==> src/hdl/sensor_params_pkg.sv <==
// package: register map, field layout, reset values and timing for the sensor parameter block
package sensor_params_pkg;
	// register indices as printed; byte address is four times the index
	localparam logic [7:0] IDX_PROX_HYST    = 8'h17;
	localparam logic [7:0] IDX_PROX_HIST    = 8'h18;
	localparam logic [7:0] IDX_AMB_HIST     = 8'h19;
	localparam logic [7:0] IDX_RES_OFFSET   = 8'h1a;
	localparam logic [7:0] IDX_LED_PARAM    = 8'h1c;
	localparam logic [7:0] IDX_IR_RECOVERY  = 8'h1d;
	localparam logic [7:0] IDX_IR_GAIN      = 8'h1e;
	localparam logic [7:0] IDX_CONTROL      = 8'h20;
	localparam logic [7:0] IDX_STATUS       = 8'h21;
	localparam logic [7:0] IDX_IRQ_STATUS   = 8'h22;
	localparam logic [7:0] IDX_IRQ_MASK     = 8'h23;
	localparam logic [7:0] IDX_PROX_RESULT  = 8'h24;
	localparam logic [7:0] IDX_AMB_RESULT   = 8'h25;
	localparam logic [7:0] IDX_IR_RESULT    = 8'h26;

	localparam logic [7:0] RST_PROX_HYST    = 8'h48;
	localparam logic [7:0] RST_PROX_HIST    = 8'h00;
	localparam logic [7:0] RST_AMB_HIST     = 8'h03;
	localparam logic [7:0] RST_RES_OFFSET   = 8'h00;
	localparam logic [7:0] RST_LED_PARAM    = 8'h00;
	localparam logic [7:0] RST_IR_RECOVERY  = 8'h70;
	localparam logic [7:0] RST_IR_GAIN      = 8'h00;

	// recovery code in bits 6:4 of its register; gain in bits 2:0
	localparam int REC_LSB  = 4;
	localparam int REC_MSB  = 6;
	localparam int GAIN_MSB = 2;
	localparam logic [7:0] REC_WMASK  = 8'h70;
	localparam logic [7:0] GAIN_WMASK = 8'h07;
	localparam logic [15:0] OVERRANGE = 16'hffff;

	// interrupt status bits
	localparam int IRQ_PROX    = 0;
	localparam int IRQ_AMB     = 1;
	localparam int IRQ_IR_DONE = 2;
	localparam int IRQ_W       = 3;

	// one adc clock is 50 ns nominal, rounded up to ADC_DIV whole mclk periods (60 ns)
	localparam int ADC_CLK_NS = 50;
	localparam int MCLK_NS    = 20;
	localparam int ADC_DIV    = (ADC_CLK_NS + MCLK_NS - 1) / MCLK_NS;

	localparam logic [1:0] RESP_OKAY   = 2'b00;
	localparam logic [1:0] RESP_SLVERR = 2'b10;

	// one sample from the converter front end
	typedef struct packed {
		logic        proxValid;
		logic [1:0]  proxChannel;
		logic [15:0] proxRaw;
		logic [15:0] proxThreshold;
		logic        ambValid;
		logic [15:0] ambRaw;
		logic [15:0] ambThreshold;
	} sample_t;
endpackage

==> src/hdl/sensor_threshold_history_params.sv <==
// sensor parameter registers, history filters, result offset and ir recovery timer
`timescale 1ns/10ps
`default_nettype none
module sensor_threshold_history_params #(
	parameter int ADDR_W     = 8,
	parameter int INTEG_CLKS = 16
) (
	input  wire logic                         mclk,
	input  wire logic                         rst,
	input  wire logic [ADDR_W-1:0]            awaddr,
	input  wire logic                         awvalid,
	output logic                              awready,
	input  wire logic [31:0]                  wdata,
	input  wire logic [3:0]                   wstrb,
	input  wire logic                         wvalid,
	output logic                              wready,
	output logic [1:0]                        bresp,
	output logic                              bvalid,
	input  wire logic                         bready,
	input  wire logic [ADDR_W-1:0]            araddr,
	input  wire logic                         arvalid,
	output logic                              arready,
	output logic [31:0]                       rdata,
	output logic [1:0]                        rresp,
	output logic                              rvalid,
	input  wire logic                         rready,
	input  wire sensor_params_pkg::sample_t   sample,
	input  wire logic                         irStart,
	input  wire logic [15:0]                  irRaw,
	output logic                              proxStatus,
	output logic                              ambStatus,
	output logic [15:0]                       proxResult,
	output logic [15:0]                       ambResult,
	output logic                              irBusy,
	output logic                              irSampleEn,
	output logic                              irDone,
	output logic                              irq
);
	typedef enum logic [1:0] {IR_IDLE, IR_RECOVER, IR_INTEG} ir_state_t;

	logic [7:0] proxHyst_reg, proxHist_reg, ambHist_reg, resOffset_reg;
	logic [7:0] ledParam_reg, irRecovery_reg, irGain_reg;
	logic       enable_reg;
	logic [ADDR_W-1:0] awAddr_reg;
	logic       awHave_reg, wHave_reg;
	logic [31:0] wData_reg;
	logic [3:0]  wStrb_reg;
	localparam int IRQ_W_L = sensor_params_pkg::IRQ_W;
	logic [IRQ_W_L-1:0] irqStatus_reg, irqMask_reg, irqEvents;
	logic [7:0] proxShift_reg [3];
	logic [7:0] ambShift_reg;
	logic [2:0] proxChanStat_reg;
	logic [15:0] irResult_reg;
	ir_state_t  irState_reg;
	logic [9:0] adcTick_reg;
	logic [9:0] recCnt_reg;
	logic [15:0] integCnt_reg;
	logic [7:0] adcDiv_reg;
	logic       adcTick;
	logic       wrFire;
	logic [7:0] wrIdx;

	// expand 8-bit compressed code to 16 bits
	function automatic logic [15:0] decompress(input logic [7:0] code);
		logic [31:0] full;
		full = {27'h0, 1'b1, code[3:0]} << code[7:4];
		return full[19:4];
	endfunction

	// add offset, keeping ordinary values off the overrange code
	function automatic logic [15:0] addOffset(input logic [15:0] raw,
		input logic [7:0] code);
		logic [16:0] sum;
		sum = {1'b0, raw} + {1'b0, decompress(code)};
		if (sum >= {1'b0, sensor_params_pkg::OVERRANGE}) begin
			return sensor_params_pkg::OVERRANGE - 16'h0001;
		end
		return sum[15:0];
	endfunction

	// history mask test: all selected history bits set
	function automatic logic histMet(input logic [7:0] hist,
		input logic [7:0] mask);
		return (mask != 8'h00) && ((hist & mask) == mask);
	endfunction

	// recovery length in adc clocks
	function automatic logic [9:0] recClocks(input logic [2:0] code);
		if (code == 3'h0) begin
			return 10'h001;
		end
		return (10'h001 << (4'(code) + 4'h2)) - 10'h001;
	endfunction

	assign wrFire = awHave_reg && wHave_reg && !bvalid;
	assign wrIdx  = 8'(awAddr_reg >> 2);

	// write address and data channels, taken in either order
	always_ff @(posedge mclk) begin
		if (rst) begin
			awHave_reg <= 1'b0;
			wHave_reg  <= 1'b0;
			awAddr_reg <= '0;
			wData_reg  <= 32'h0;
			wStrb_reg  <= 4'h0;
			bvalid     <= 1'b0;
			bresp      <= sensor_params_pkg::RESP_OKAY;
			awready    <= 1'b1;
			wready     <= 1'b1;
		end else begin
			if (awvalid && awready) begin
				awHave_reg <= 1'b1;
				awAddr_reg <= awaddr;
				awready    <= 1'b0;
			end
			if (wvalid && wready) begin
				wHave_reg <= 1'b1;
				wData_reg <= wdata;
				wStrb_reg <= wstrb;
				wready    <= 1'b0;
			end
			if (wrFire) begin
				awHave_reg <= 1'b0;
				wHave_reg  <= 1'b0;
				awready    <= 1'b1;
				wready     <= 1'b1;
				bvalid     <= 1'b1;
				bresp      <= regKnown(wrIdx) ? sensor_params_pkg::RESP_OKAY
					: sensor_params_pkg::RESP_SLVERR;
			end else if (bvalid && bready) begin
				bvalid <= 1'b0;
			end
		end
	end

	function automatic logic regKnown(input logic [7:0] idx);
		return idx inside {sensor_params_pkg::IDX_PROX_HYST,
			sensor_params_pkg::IDX_PROX_HIST, sensor_params_pkg::IDX_AMB_HIST,
			sensor_params_pkg::IDX_RES_OFFSET, sensor_params_pkg::IDX_LED_PARAM,
			sensor_params_pkg::IDX_IR_RECOVERY, sensor_params_pkg::IDX_IR_GAIN,
			sensor_params_pkg::IDX_CONTROL, sensor_params_pkg::IDX_STATUS,
			sensor_params_pkg::IDX_IRQ_STATUS, sensor_params_pkg::IDX_IRQ_MASK,
			sensor_params_pkg::IDX_PROX_RESULT, sensor_params_pkg::IDX_AMB_RESULT,
			sensor_params_pkg::IDX_IR_RESULT};
	endfunction

	// parameter registers, low byte lane only
	always_ff @(posedge mclk) begin
		if (rst) begin
			proxHyst_reg   <= sensor_params_pkg::RST_PROX_HYST;
			proxHist_reg   <= sensor_params_pkg::RST_PROX_HIST;
			ambHist_reg    <= sensor_params_pkg::RST_AMB_HIST;
			resOffset_reg  <= sensor_params_pkg::RST_RES_OFFSET;
			ledParam_reg   <= sensor_params_pkg::RST_LED_PARAM;
			irRecovery_reg <= sensor_params_pkg::RST_IR_RECOVERY;
			irGain_reg     <= sensor_params_pkg::RST_IR_GAIN;
			enable_reg     <= 1'b0;
			irqMask_reg    <= '0;
		end else if (wrFire && wStrb_reg[0]) begin
			unique case (wrIdx)
				sensor_params_pkg::IDX_PROX_HYST: proxHyst_reg <= wData_reg[7:0];
				sensor_params_pkg::IDX_PROX_HIST: proxHist_reg <= wData_reg[7:0];
				sensor_params_pkg::IDX_AMB_HIST: ambHist_reg <= wData_reg[7:0];
				sensor_params_pkg::IDX_RES_OFFSET: resOffset_reg <= wData_reg[7:0];
				sensor_params_pkg::IDX_LED_PARAM: ledParam_reg <= wData_reg[7:0];
				sensor_params_pkg::IDX_IR_RECOVERY: begin
					irRecovery_reg <= wData_reg[7:0] & sensor_params_pkg::REC_WMASK;
				end
				sensor_params_pkg::IDX_IR_GAIN: begin
					irGain_reg <= wData_reg[7:0] & sensor_params_pkg::GAIN_WMASK;
				end
				sensor_params_pkg::IDX_CONTROL: enable_reg <= wData_reg[0];
				sensor_params_pkg::IDX_IRQ_MASK: irqMask_reg <= wData_reg[IRQ_W_L-1:0];
				default: ;
			endcase
		end
	end

	// read channel
	always_ff @(posedge mclk) begin
		if (rst) begin
			rvalid  <= 1'b0;
			arready <= 1'b0;
			rdata   <= 32'h0;
			rresp   <= sensor_params_pkg::RESP_OKAY;
		end else begin
			arready <= 1'b0;
			if (rvalid) begin
				if (rready) begin
					rvalid <= 1'b0;
				end
			end else if (arvalid && !arready) begin
				arready <= 1'b1;
				rvalid  <= 1'b1;
				rresp   <= regKnown(8'(araddr >> 2)) ? sensor_params_pkg::RESP_OKAY
					: sensor_params_pkg::RESP_SLVERR;
				unique case (8'(araddr >> 2))
					sensor_params_pkg::IDX_PROX_HYST: rdata <= {24'h0, proxHyst_reg};
					sensor_params_pkg::IDX_PROX_HIST: rdata <= {24'h0, proxHist_reg};
					sensor_params_pkg::IDX_AMB_HIST: rdata <= {24'h0, ambHist_reg};
					sensor_params_pkg::IDX_RES_OFFSET: rdata <= {24'h0, resOffset_reg};
					sensor_params_pkg::IDX_LED_PARAM: rdata <= {24'h0, ledParam_reg};
					sensor_params_pkg::IDX_IR_RECOVERY: begin
						rdata <= {24'h0, irRecovery_reg};
					end
					sensor_params_pkg::IDX_IR_GAIN: rdata <= {24'h0, irGain_reg};
					sensor_params_pkg::IDX_CONTROL: rdata <= {31'h0, enable_reg};
					sensor_params_pkg::IDX_STATUS: begin
						rdata <= {26'h0, irBusy, ambStatus, proxChanStat_reg, proxStatus};
					end
					sensor_params_pkg::IDX_IRQ_STATUS: rdata <= {29'h0, irqStatus_reg};
					sensor_params_pkg::IDX_IRQ_MASK: rdata <= {29'h0, irqMask_reg};
					sensor_params_pkg::IDX_PROX_RESULT: rdata <= {16'h0, proxResult};
					sensor_params_pkg::IDX_AMB_RESULT: rdata <= {16'h0, ambResult};
					sensor_params_pkg::IDX_IR_RESULT: rdata <= {16'h0, irResult_reg};
					default: rdata <= 32'h0;
				endcase
			end
		end
	end

	// proximity filter: one history per channel, shared hysteresis
	always_ff @(posedge mclk) begin
		if (rst) begin
			for (int i = 0; i < 3; i++) begin
				proxShift_reg[i] <= 8'h00;
			end
			proxChanStat_reg <= 3'h0;
			proxResult       <= 16'h0;
		end else if (enable_reg && sample.proxValid && sample.proxChannel != 2'h3) begin
			logic [15:0] res;
			logic [16:0] lim;
			logic        over;
			logic [7:0]  hist;
			res  = addOffset(sample.proxRaw, resOffset_reg);
			lim  = {1'b0, sample.proxThreshold} + {1'b0, decompress(proxHyst_reg)};
			over = {1'b0, res} > lim;
			hist = {proxShift_reg[sample.proxChannel][6:0], over};
			proxShift_reg[sample.proxChannel] <= hist;
			proxResult <= res;
			if (histMet(hist, proxHist_reg)) begin
				proxChanStat_reg[sample.proxChannel] <= 1'b1;
			end else if (histMet(~hist, proxHist_reg)) begin
				proxChanStat_reg[sample.proxChannel] <= 1'b0;
			end
		end
	end

	// ambient filter
	always_ff @(posedge mclk) begin
		if (rst) begin
			ambShift_reg <= 8'h00;
			ambStatus    <= 1'b0;
			ambResult    <= 16'h0;
		end else if (enable_reg && sample.ambValid) begin
			logic [15:0] res;
			logic [7:0]  hist;
			res  = addOffset(sample.ambRaw, resOffset_reg);
			hist = {ambShift_reg[6:0],
				{1'b0, res} > ({1'b0, sample.ambThreshold} + 17'(decompress(proxHyst_reg)))};
			ambShift_reg <= hist;
			ambResult    <= res;
			if (histMet(hist, ambHist_reg)) begin
				ambStatus <= 1'b1;
			end else if (histMet(~hist, ambHist_reg)) begin
				ambStatus <= 1'b0;
			end
		end
	end

	always_ff @(posedge mclk) begin
		if (rst) begin
			proxStatus <= 1'b0;
		end else begin
			proxStatus <= |proxChanStat_reg;
		end
	end

	// adc clock: one tick every ADC_DIV mclk cycles (60 ns), stretched by 2^gain
	always_ff @(posedge mclk) begin
		if (rst || irState_reg == IR_IDLE) begin
			adcDiv_reg  <= 8'h0;
			adcTick_reg <= 10'h0;
		end else if (adcDiv_reg == 8'(sensor_params_pkg::ADC_DIV - 1)) begin
			adcDiv_reg <= 8'h0;
			if (adcTick_reg == 10'((1 << irGain_reg[sensor_params_pkg::GAIN_MSB:0]) - 1)) begin
				adcTick_reg <= 10'h0;
			end else begin
				adcTick_reg <= adcTick_reg + 10'h001;
			end
		end else begin
			adcDiv_reg <= adcDiv_reg + 8'h01;
		end
	end

	assign adcTick = (adcDiv_reg == 8'(sensor_params_pkg::ADC_DIV - 1)) &&
		(adcTick_reg == 10'((1 << irGain_reg[sensor_params_pkg::GAIN_MSB:0]) - 1));

	// ir ambient sequence: recover, then integrate
	always_ff @(posedge mclk) begin
		if (rst) begin
			irState_reg  <= IR_IDLE;
			recCnt_reg   <= 10'h0;
			integCnt_reg <= 16'h0;
			irBusy       <= 1'b0;
			irSampleEn   <= 1'b0;
			irDone       <= 1'b0;
			irResult_reg <= 16'h0;
		end else begin
			irDone <= 1'b0;
			unique case (irState_reg)
				IR_IDLE: begin
					if (enable_reg && irStart) begin
						irState_reg <= IR_RECOVER;
						irBusy      <= 1'b1;
						recCnt_reg  <= recClocks(
							irRecovery_reg[sensor_params_pkg::REC_MSB:sensor_params_pkg::REC_LSB]);
					end
				end
				IR_RECOVER: begin
					if (adcTick) begin
						if (recCnt_reg == 10'h001) begin
							irState_reg  <= IR_INTEG;
							irSampleEn   <= 1'b1;
							integCnt_reg <= 16'(INTEG_CLKS);
						end else begin
							recCnt_reg <= recCnt_reg - 10'h001;
						end
					end
				end
				IR_INTEG: begin
					// tick already scaled by 2^gain
					if (adcTick) begin
						if (integCnt_reg == 16'h0001) begin
							irState_reg  <= IR_IDLE;
							irSampleEn   <= 1'b0;
							irBusy       <= 1'b0;
							irDone       <= 1'b1;
							irResult_reg <= addOffset(irRaw, resOffset_reg);
						end else begin
							integCnt_reg <= integCnt_reg - 16'h0001;
						end
					end
				end
			endcase
		end
	end

	// sticky events, write one to clear, set wins
	always_comb begin
		irqEvents = '0;
		irqEvents[sensor_params_pkg::IRQ_PROX] = proxStatus != (|proxChanStat_reg);
		irqEvents[sensor_params_pkg::IRQ_AMB]  = enable_reg && sample.ambValid &&
			(ambStatus != histMet(~8'h0, 8'h0));
		irqEvents[sensor_params_pkg::IRQ_IR_DONE] = irDone;
	end

	always_ff @(posedge mclk) begin
		if (rst) begin
			irqStatus_reg <= '0;
			irq           <= 1'b0;
		end else begin
			logic [IRQ_W_L-1:0] clr;
			clr = (wrFire && wStrb_reg[0] && wrIdx == sensor_params_pkg::IDX_IRQ_STATUS)
				? wData_reg[IRQ_W_L-1:0] : '0;
			irqStatus_reg <= (irqStatus_reg & ~clr) | irqEvents;
			irq <= |(((irqStatus_reg & ~clr) | irqEvents) & irqMask_reg);
		end
	end
endmodule
`default_nettype wire

==> config.mk <==
export PLATFORM = sky130hd
export DESIGN_NAME = sensor_threshold_history_params
export DESIGN_NICKNAME = d
export VERILOG_FILES = /design/src/hdl/sensor_params_pkg.sv /design/src/hdl/sensor_threshold_history_params.sv
export SDC_FILE = /design/constraint.sdc
export NUM_CORES = 1
export LEC_CHECK = 0
export BUFFER_PORTS_ARGS = -buffer_cell sky130_fd_sc_hd__buf_2
export CAP_MARGIN = 20
export CORE_ASPECT_RATIO = 1.5
export CORE_MARGIN = 5
export CORE_UTILIZATION = 45
export CTS_CLUSTER_DIAMETER = 40
export DETAILED_ROUTE_END_ITERATION = 10
export GPL_TIMING_DRIVEN = 1
export PLACE_DENSITY = 0.65
export SYNTH_ARGS = -nofsm -noshare
export SYNTH_HDL_FRONTEND = slang
export SYNTH_SLANG_ARGS = --single-unit
==> constraint.sdc <==
create_clock -name mclk -period 15.9 [get_ports mclk]
set_input_delay 0.795 -clock mclk [delete_from_list [all_inputs] [get_ports mclk]]
set_output_delay 0.795 -clock mclk [all_outputs]
set_load 0.02 [all_outputs]
-- After elaboration in Yosys (flattened, before gate mapping)
Memories as Yosys holds them, arrays and structs flattened.
Cells that the tools add are included.
- register bits: 223
- bits in writable memories: 24
- input bits: 144
- output and inout port bits: 79
- logic and storage cells: 259
- memories: 1
- memory list (name ; words ; bits a word ; rd ports ; clocked after Yosys merged registers in ; wr ports ; RTL line ; source):
    proxShift_reg ; 3 ; 8 ; 1 ; 0 ; 3 ; sensor_threshold_history_params.sv:50 ; logic [7:0] proxShift_reg [3];
- $add $sub $neg: 12
- $lt $le $gt $ge: 7
- equality and inequality tests: 47
- shift-type cells: 4
- mux-type cells: 74
- bitwise operators: 16
- reduce and logical (&&, ||, !) cells: 59
- operators by type and width (kind ; number):
    $mux 16 ; 14
    $pmux 16 s14 ; 1
    $add 16x16->17 ; 5
    $eq 6x5->1 const B ; 14
    $eq 6x6->1 const B ; 14
    $mux 10 ; 6
    $ge 17x16->1 const B ; 3
    $shl 5x4->20 ; 2
    $mux 1 ; 35
    $gt 16x17->1 ; 2
    $and 8x8->8 ; 4
    $eq 8x8->1 ; 4
    $pmux 16 s2 ; 1
    $reduce_bool 14->1 ; 2
    $reduce_and 2->1 ; 12
    $pmux 10 s2 ; 1
    $sub 10x1->10 const B ; 2
    $logic_and 1x1->1 ; 19
    $eq 16x1->1 const B ; 1
    $mux 2 ; 8
    $not 8->8 ; 2
    $reduce_bool 8->1 ; 2
    $sub 16x1->16 const B ; 1
    $reduce_and 5->1 ; 3
    other kinds (35) ; 61

-- Logic depth before layout (Yosys ltp)
- depth after elaboration: 16
- depth in mapped cells: 29
- depth with buffers taken out: 28

-- Worst setup path after synthesis
OpenSTA, ideal clock, no wires.
- path type: reg-to-reg
- start point: reg resOffset_reg[7]
- end point: reg (tool-made name)
- setup time: 117 ps
- data arrival time: 5276 ps
- required time: 15783 ps
- slack: 10507 ps
- stages on the path, launching flop included: 26
- buffers on the path: 1
- clock period less this slack: 5393 ps
- cell sequence: dfxtp_1 -> clkbuf_1 -> nand2b_1 -> o32ai_1 -> ha_1 -> a21o_1 -> a21oi_1 -> o21ai_0 -> o211ai_1 -> o31ai_4 -> a31oi_1 -> xor2_1 -> or4_1 -> or4_1 -> o211ai_1 -> ha_1 -> nor2b_1 -> o21a_1 -> o21a_1 -> o21ai_0 -> a21oi_1 -> o31ai_1 -> a21oi_1 -> o21ai_1 -> a2111oi_0 -> a32o_1
- RTL lines (element ; RTL line ; source):
    start, declared ; sensor_threshold_history_params.sv:41 ; logic [7:0] proxHyst_reg, proxHist_reg, ambHist_reg, resOffset_reg;
    start signal, assigned ; sensor_threshold_history_params.sv:153 ; resOffset_reg <= sensor_params_pkg::RST_RES_OFFSET;
    start signal, assigned ; sensor_threshold_history_params.sv:164 ; sensor_params_pkg::IDX_RES_OFFSET: resOffset_reg <= wData_reg[7:0];

==> run_results.csv <==
group,metric,value,unit
timing,finalSetupViolCount,0,
floorplanning,ios,223,
cells_and_area,syn_to_final_growth,14.72,%
worst_hold_path,hold_path.class,"reg -> reg",
clock_network,clkTransAtPathRegs,0.06,ns
power_and_ir_drop,p_per_area,90.31,mW/mm^2
synthesis,netlist.area_leader.share,25.44,%
synthesis,synth_edf_count,28,
clock_network,cts_tree,"done",
clock_network,ctsHoldBuffers,0,
detailed_routing,routed_via_density,5.906,
synthesis,ys_top_cells_by_count,"248 x nor2_1, 203 x dfxtp_1, 181 x nand2_1",
detailed_routing,vias,15340,
power_and_ir_drop,peakVddDrop,0.08390,mV
synthesis,synth.area.top_cells,"dfxtp_1 25%, ha_1 9.6%, nor2_1 5.8%",
setup_path,crit_path_frequent_cell,"a21oi_1",
cells_and_area,num-fill-cells,3443,
synthesis,synthArstFlopShare,0,%
setup_path,slowest_stage,"dfxtp_1",
placed_design,place_congestion,0.9454,
cells_and_area,nets,2367,
setup_path,cp_top_family,"compound AO/OA/AOI/OAI gates",
cells_and_area,multi_input_area,0.01041,mm^2
synthesis,synth-seq-area-share,30.70,%
power_and_ir_drop,p_leak,7.733,nW
clock_network,clkLatencyLatePin,0.52,ns
placed_design,place_hpwl,41200,um
synthesis,synth_seq_cells,231,
clock_network,post_cts_buffers,0,
timing,timing.final.crit_share,43.86,%
detailed_routing,drt_wl_total,52980,um
detailed_routing,drt-met1-wl,20110,um
setup_path,crit_arrival,7.38,ns
detailed_routing,wl_met2,26460,um
global_routing,grt_pass1_vias,14900,
floorplanning,die_h,240.8,um
setup_path,startpoint_type,"register",
cells_and_area,drive_above_1_share,14.08,%
synthesis,syn_area,0.01597,mm^2
floorplanning,die_w,163.8,um
setup_path,path_max_fanout,19,
cells_and_area,largest_register_ffs,28,
timing,max_slew_margin,28.76,%
detailed_routing,wl_per_cell,20.40,um
setup_path,critPathMaxStageDelay,0.78,ns
timing,fin_tns_setup,0,ns
synthesis,yosysWarnings,0,
detailed_routing,ant_nets,0,
setup_path,crit_buf_inv,0,
clock_network,clockBufferDepth,3,
global_routing,grt_max_degree,76,
timing,finalHoldViolations,0,
clock_network,numCtsBuffers,36,
synthesis,synth_ff_type,"dfxtp_1",
synthesis,yosysTopAreaCell,"dfxtp_1",
clock_network,cts_resized,0,
placed_design,port_buffers,173,
global_routing,track_usage,26.01,%
setup_path,cp.required,16.31,ns
cells_and_area,stdcell_area,0.01833,mm^2
timing,rsz0062_at_grt,"no",
timing,worst_pin_slew,1.042,ns
placed_design,postPlaceCellArea,0.01715,mm^2
timing,fmax,0.1434,GHz
timing,finClkSkew,0.01936,ns
detailed_routing,drt_iter0_drc,1177,
synthesis,synth_cells,1959,
clock_network,htreeDepth,2,
clock_network,cts.sinks,231,
cells_and_area,seqCellArea,0.004905,mm^2
timing,min_period,6.974,ns
floorplanning,placementRows,84,
floorplanning,core_area,0.03510,mm^2
job,cap_viol_max_count,0,
cells_and_area,antenna_cells,0,
detailed_routing,met3_length,2972,um
detailed_routing,drc_errors,0,
synthesis,syn_avg_cell_area,8.154,um^2
floorplanning,die_area,0.03944,mm^2
global_routing,gr-total-overflow,0,
floorplanning,initial_core_util,45.51,%
global_routing,grt_pass1_wl,80630,um
global_routing,antenna_found_initial,1,
synthesis,synth.most_common_cell,"nor2_1",
detailed_routing,routed.top_layer,"met4",
setup_path,worstSetupPathType,"reg -> reg",
detailed_routing,drtPass1Iterations,6,
synthesis,synth.distinct_cells,95,
outcome,status,"completed",
timing,finalMaxSlewViolations,0,
setup_path,end_kind,"register",
clock_network,clockRootBuffer,"clkbuf_16",
==> power by group <==
group / internal (W) / switching (W)
registers: 0.000609 / 0.0000193
clock network: 0.000475 / 0.000302
logic: 0.0000908 / 0.000158
total: 0.00118 / 0.000480
==> per-stage QoR <==
stage               utilization [%]  cells  power [W]  hold slack [ns]  setup WS (ns)
floorplan                         -   1983  0.0008096           0.4270          10.51
finish                        52.20   2597   0.001655           0.4716          8.926
CTS                           52.20   2597   0.001663           0.4746          9.001
global placement              48.81   2532  0.0008800           0.4517          9.157
detailed placement            48.85   2533  0.0008860           0.4603          9.008
global route                  52.20   2597   0.001721           0.4999          8.511
==> placed cells by master (no fill, tap or decap), types with 15 or more instances in the layout <==
cell / n
a21o_1: 23
o22ai_1: 15
nand2_1: 181
clkbuf_16: 37
nand4_1: 18
mux2i_1: 81
and3_1: 38
ha_1: 123
a311oi_1: 16
buf_2: 172
a31oi_1: 25
inv_1: 70
edfxtp_1: 28
a22oi_1: 30
nor2_1: 248
nand2b_1: 28
o21ai_0: 103
nor3_1: 49
a21oi_1: 142
dfxtp_1: 203
conb_1: 25
or3_1: 18
xor2_1: 53
xnor2_1: 54
nor2b_1: 24
nand3_1: 49
==> worst paths after layout <==
| path | slack (ns) | cells past startpoint | from | endpoint |
|---|---|---|---|---|
| setup / recovery | 8.93 | 25 | resOffset_reg[5] | register |
| hold / removal | 0.47 | 1 | wHave_reg | wHave_reg |
| setup reg to reg | 8.93 | 25 | resOffset_reg[5] | register |
| hold reg to reg | 0.47 | 1 | wHave_reg | wHave_reg |
==> area by class of cell <==
| cell class | instances | share of cell area (%) |
|---|---|---|
| Clock buffer | 43 | 5.285 |
| Clock inverter | 21 | 1.147 |
| Inverter | 71 | 1.454 |
| Multi-Input combinational cell | 1571 | 56.79 |
| Sequential cell | 231 | 26.76 |
| Tap cell | 473 | 3.230 |
| Timing Repair Buffer | 187 | 5.333 |
==> metal layers <==
| metal | up-vias | GRT usage (%) |
|---|---|---|
| li1 | 7355 | - |
| met1 | 7276 | 29.06 |
| met2 | 549 | 46.76 |
| met5 | - | 0 |
| met4 | 0 | 15.21 |
| met3 | 157 | 3.759 |
==> worst register-to-register path: stages (launching register included) <==
cell and delay, ns:
dfxtp_1 0.78, a21oi_1 0.20, or2_2 0.36, o32ai_1 0.40, ha_1 0.44, a21o_1 0.23
a21oi_1 0.21, o21ai_0 0.10, o211ai_1 0.21, o31ai_4 0.16, a31oi_1 0.26, xor2_1 0.16
or4_1 0.50, or4_1 0.47, o211ai_1 0.23, ha_1 0.18, nor2b_1 0.04, o21a_1 0.16
o21a_1 0.15, o21ai_0 0.17, a21oi_1 0.09, o31ai_1 0.24, a21oi_1 0.11, o21ai_1 0.41
a2111oi_0 0.34, a32o_1 0.27
==> cells by family after synthesis <==
logic type      synth area share (%)
buf+inv                        4.778
xor+xnor                       5.867
flops                          30.70
mux                            6.415
compound gates                 20.60
fa+ha+maj                      10.21
other cells                  0.02348
simple gates                   21.41
Power figures use the tool's default switching activity.
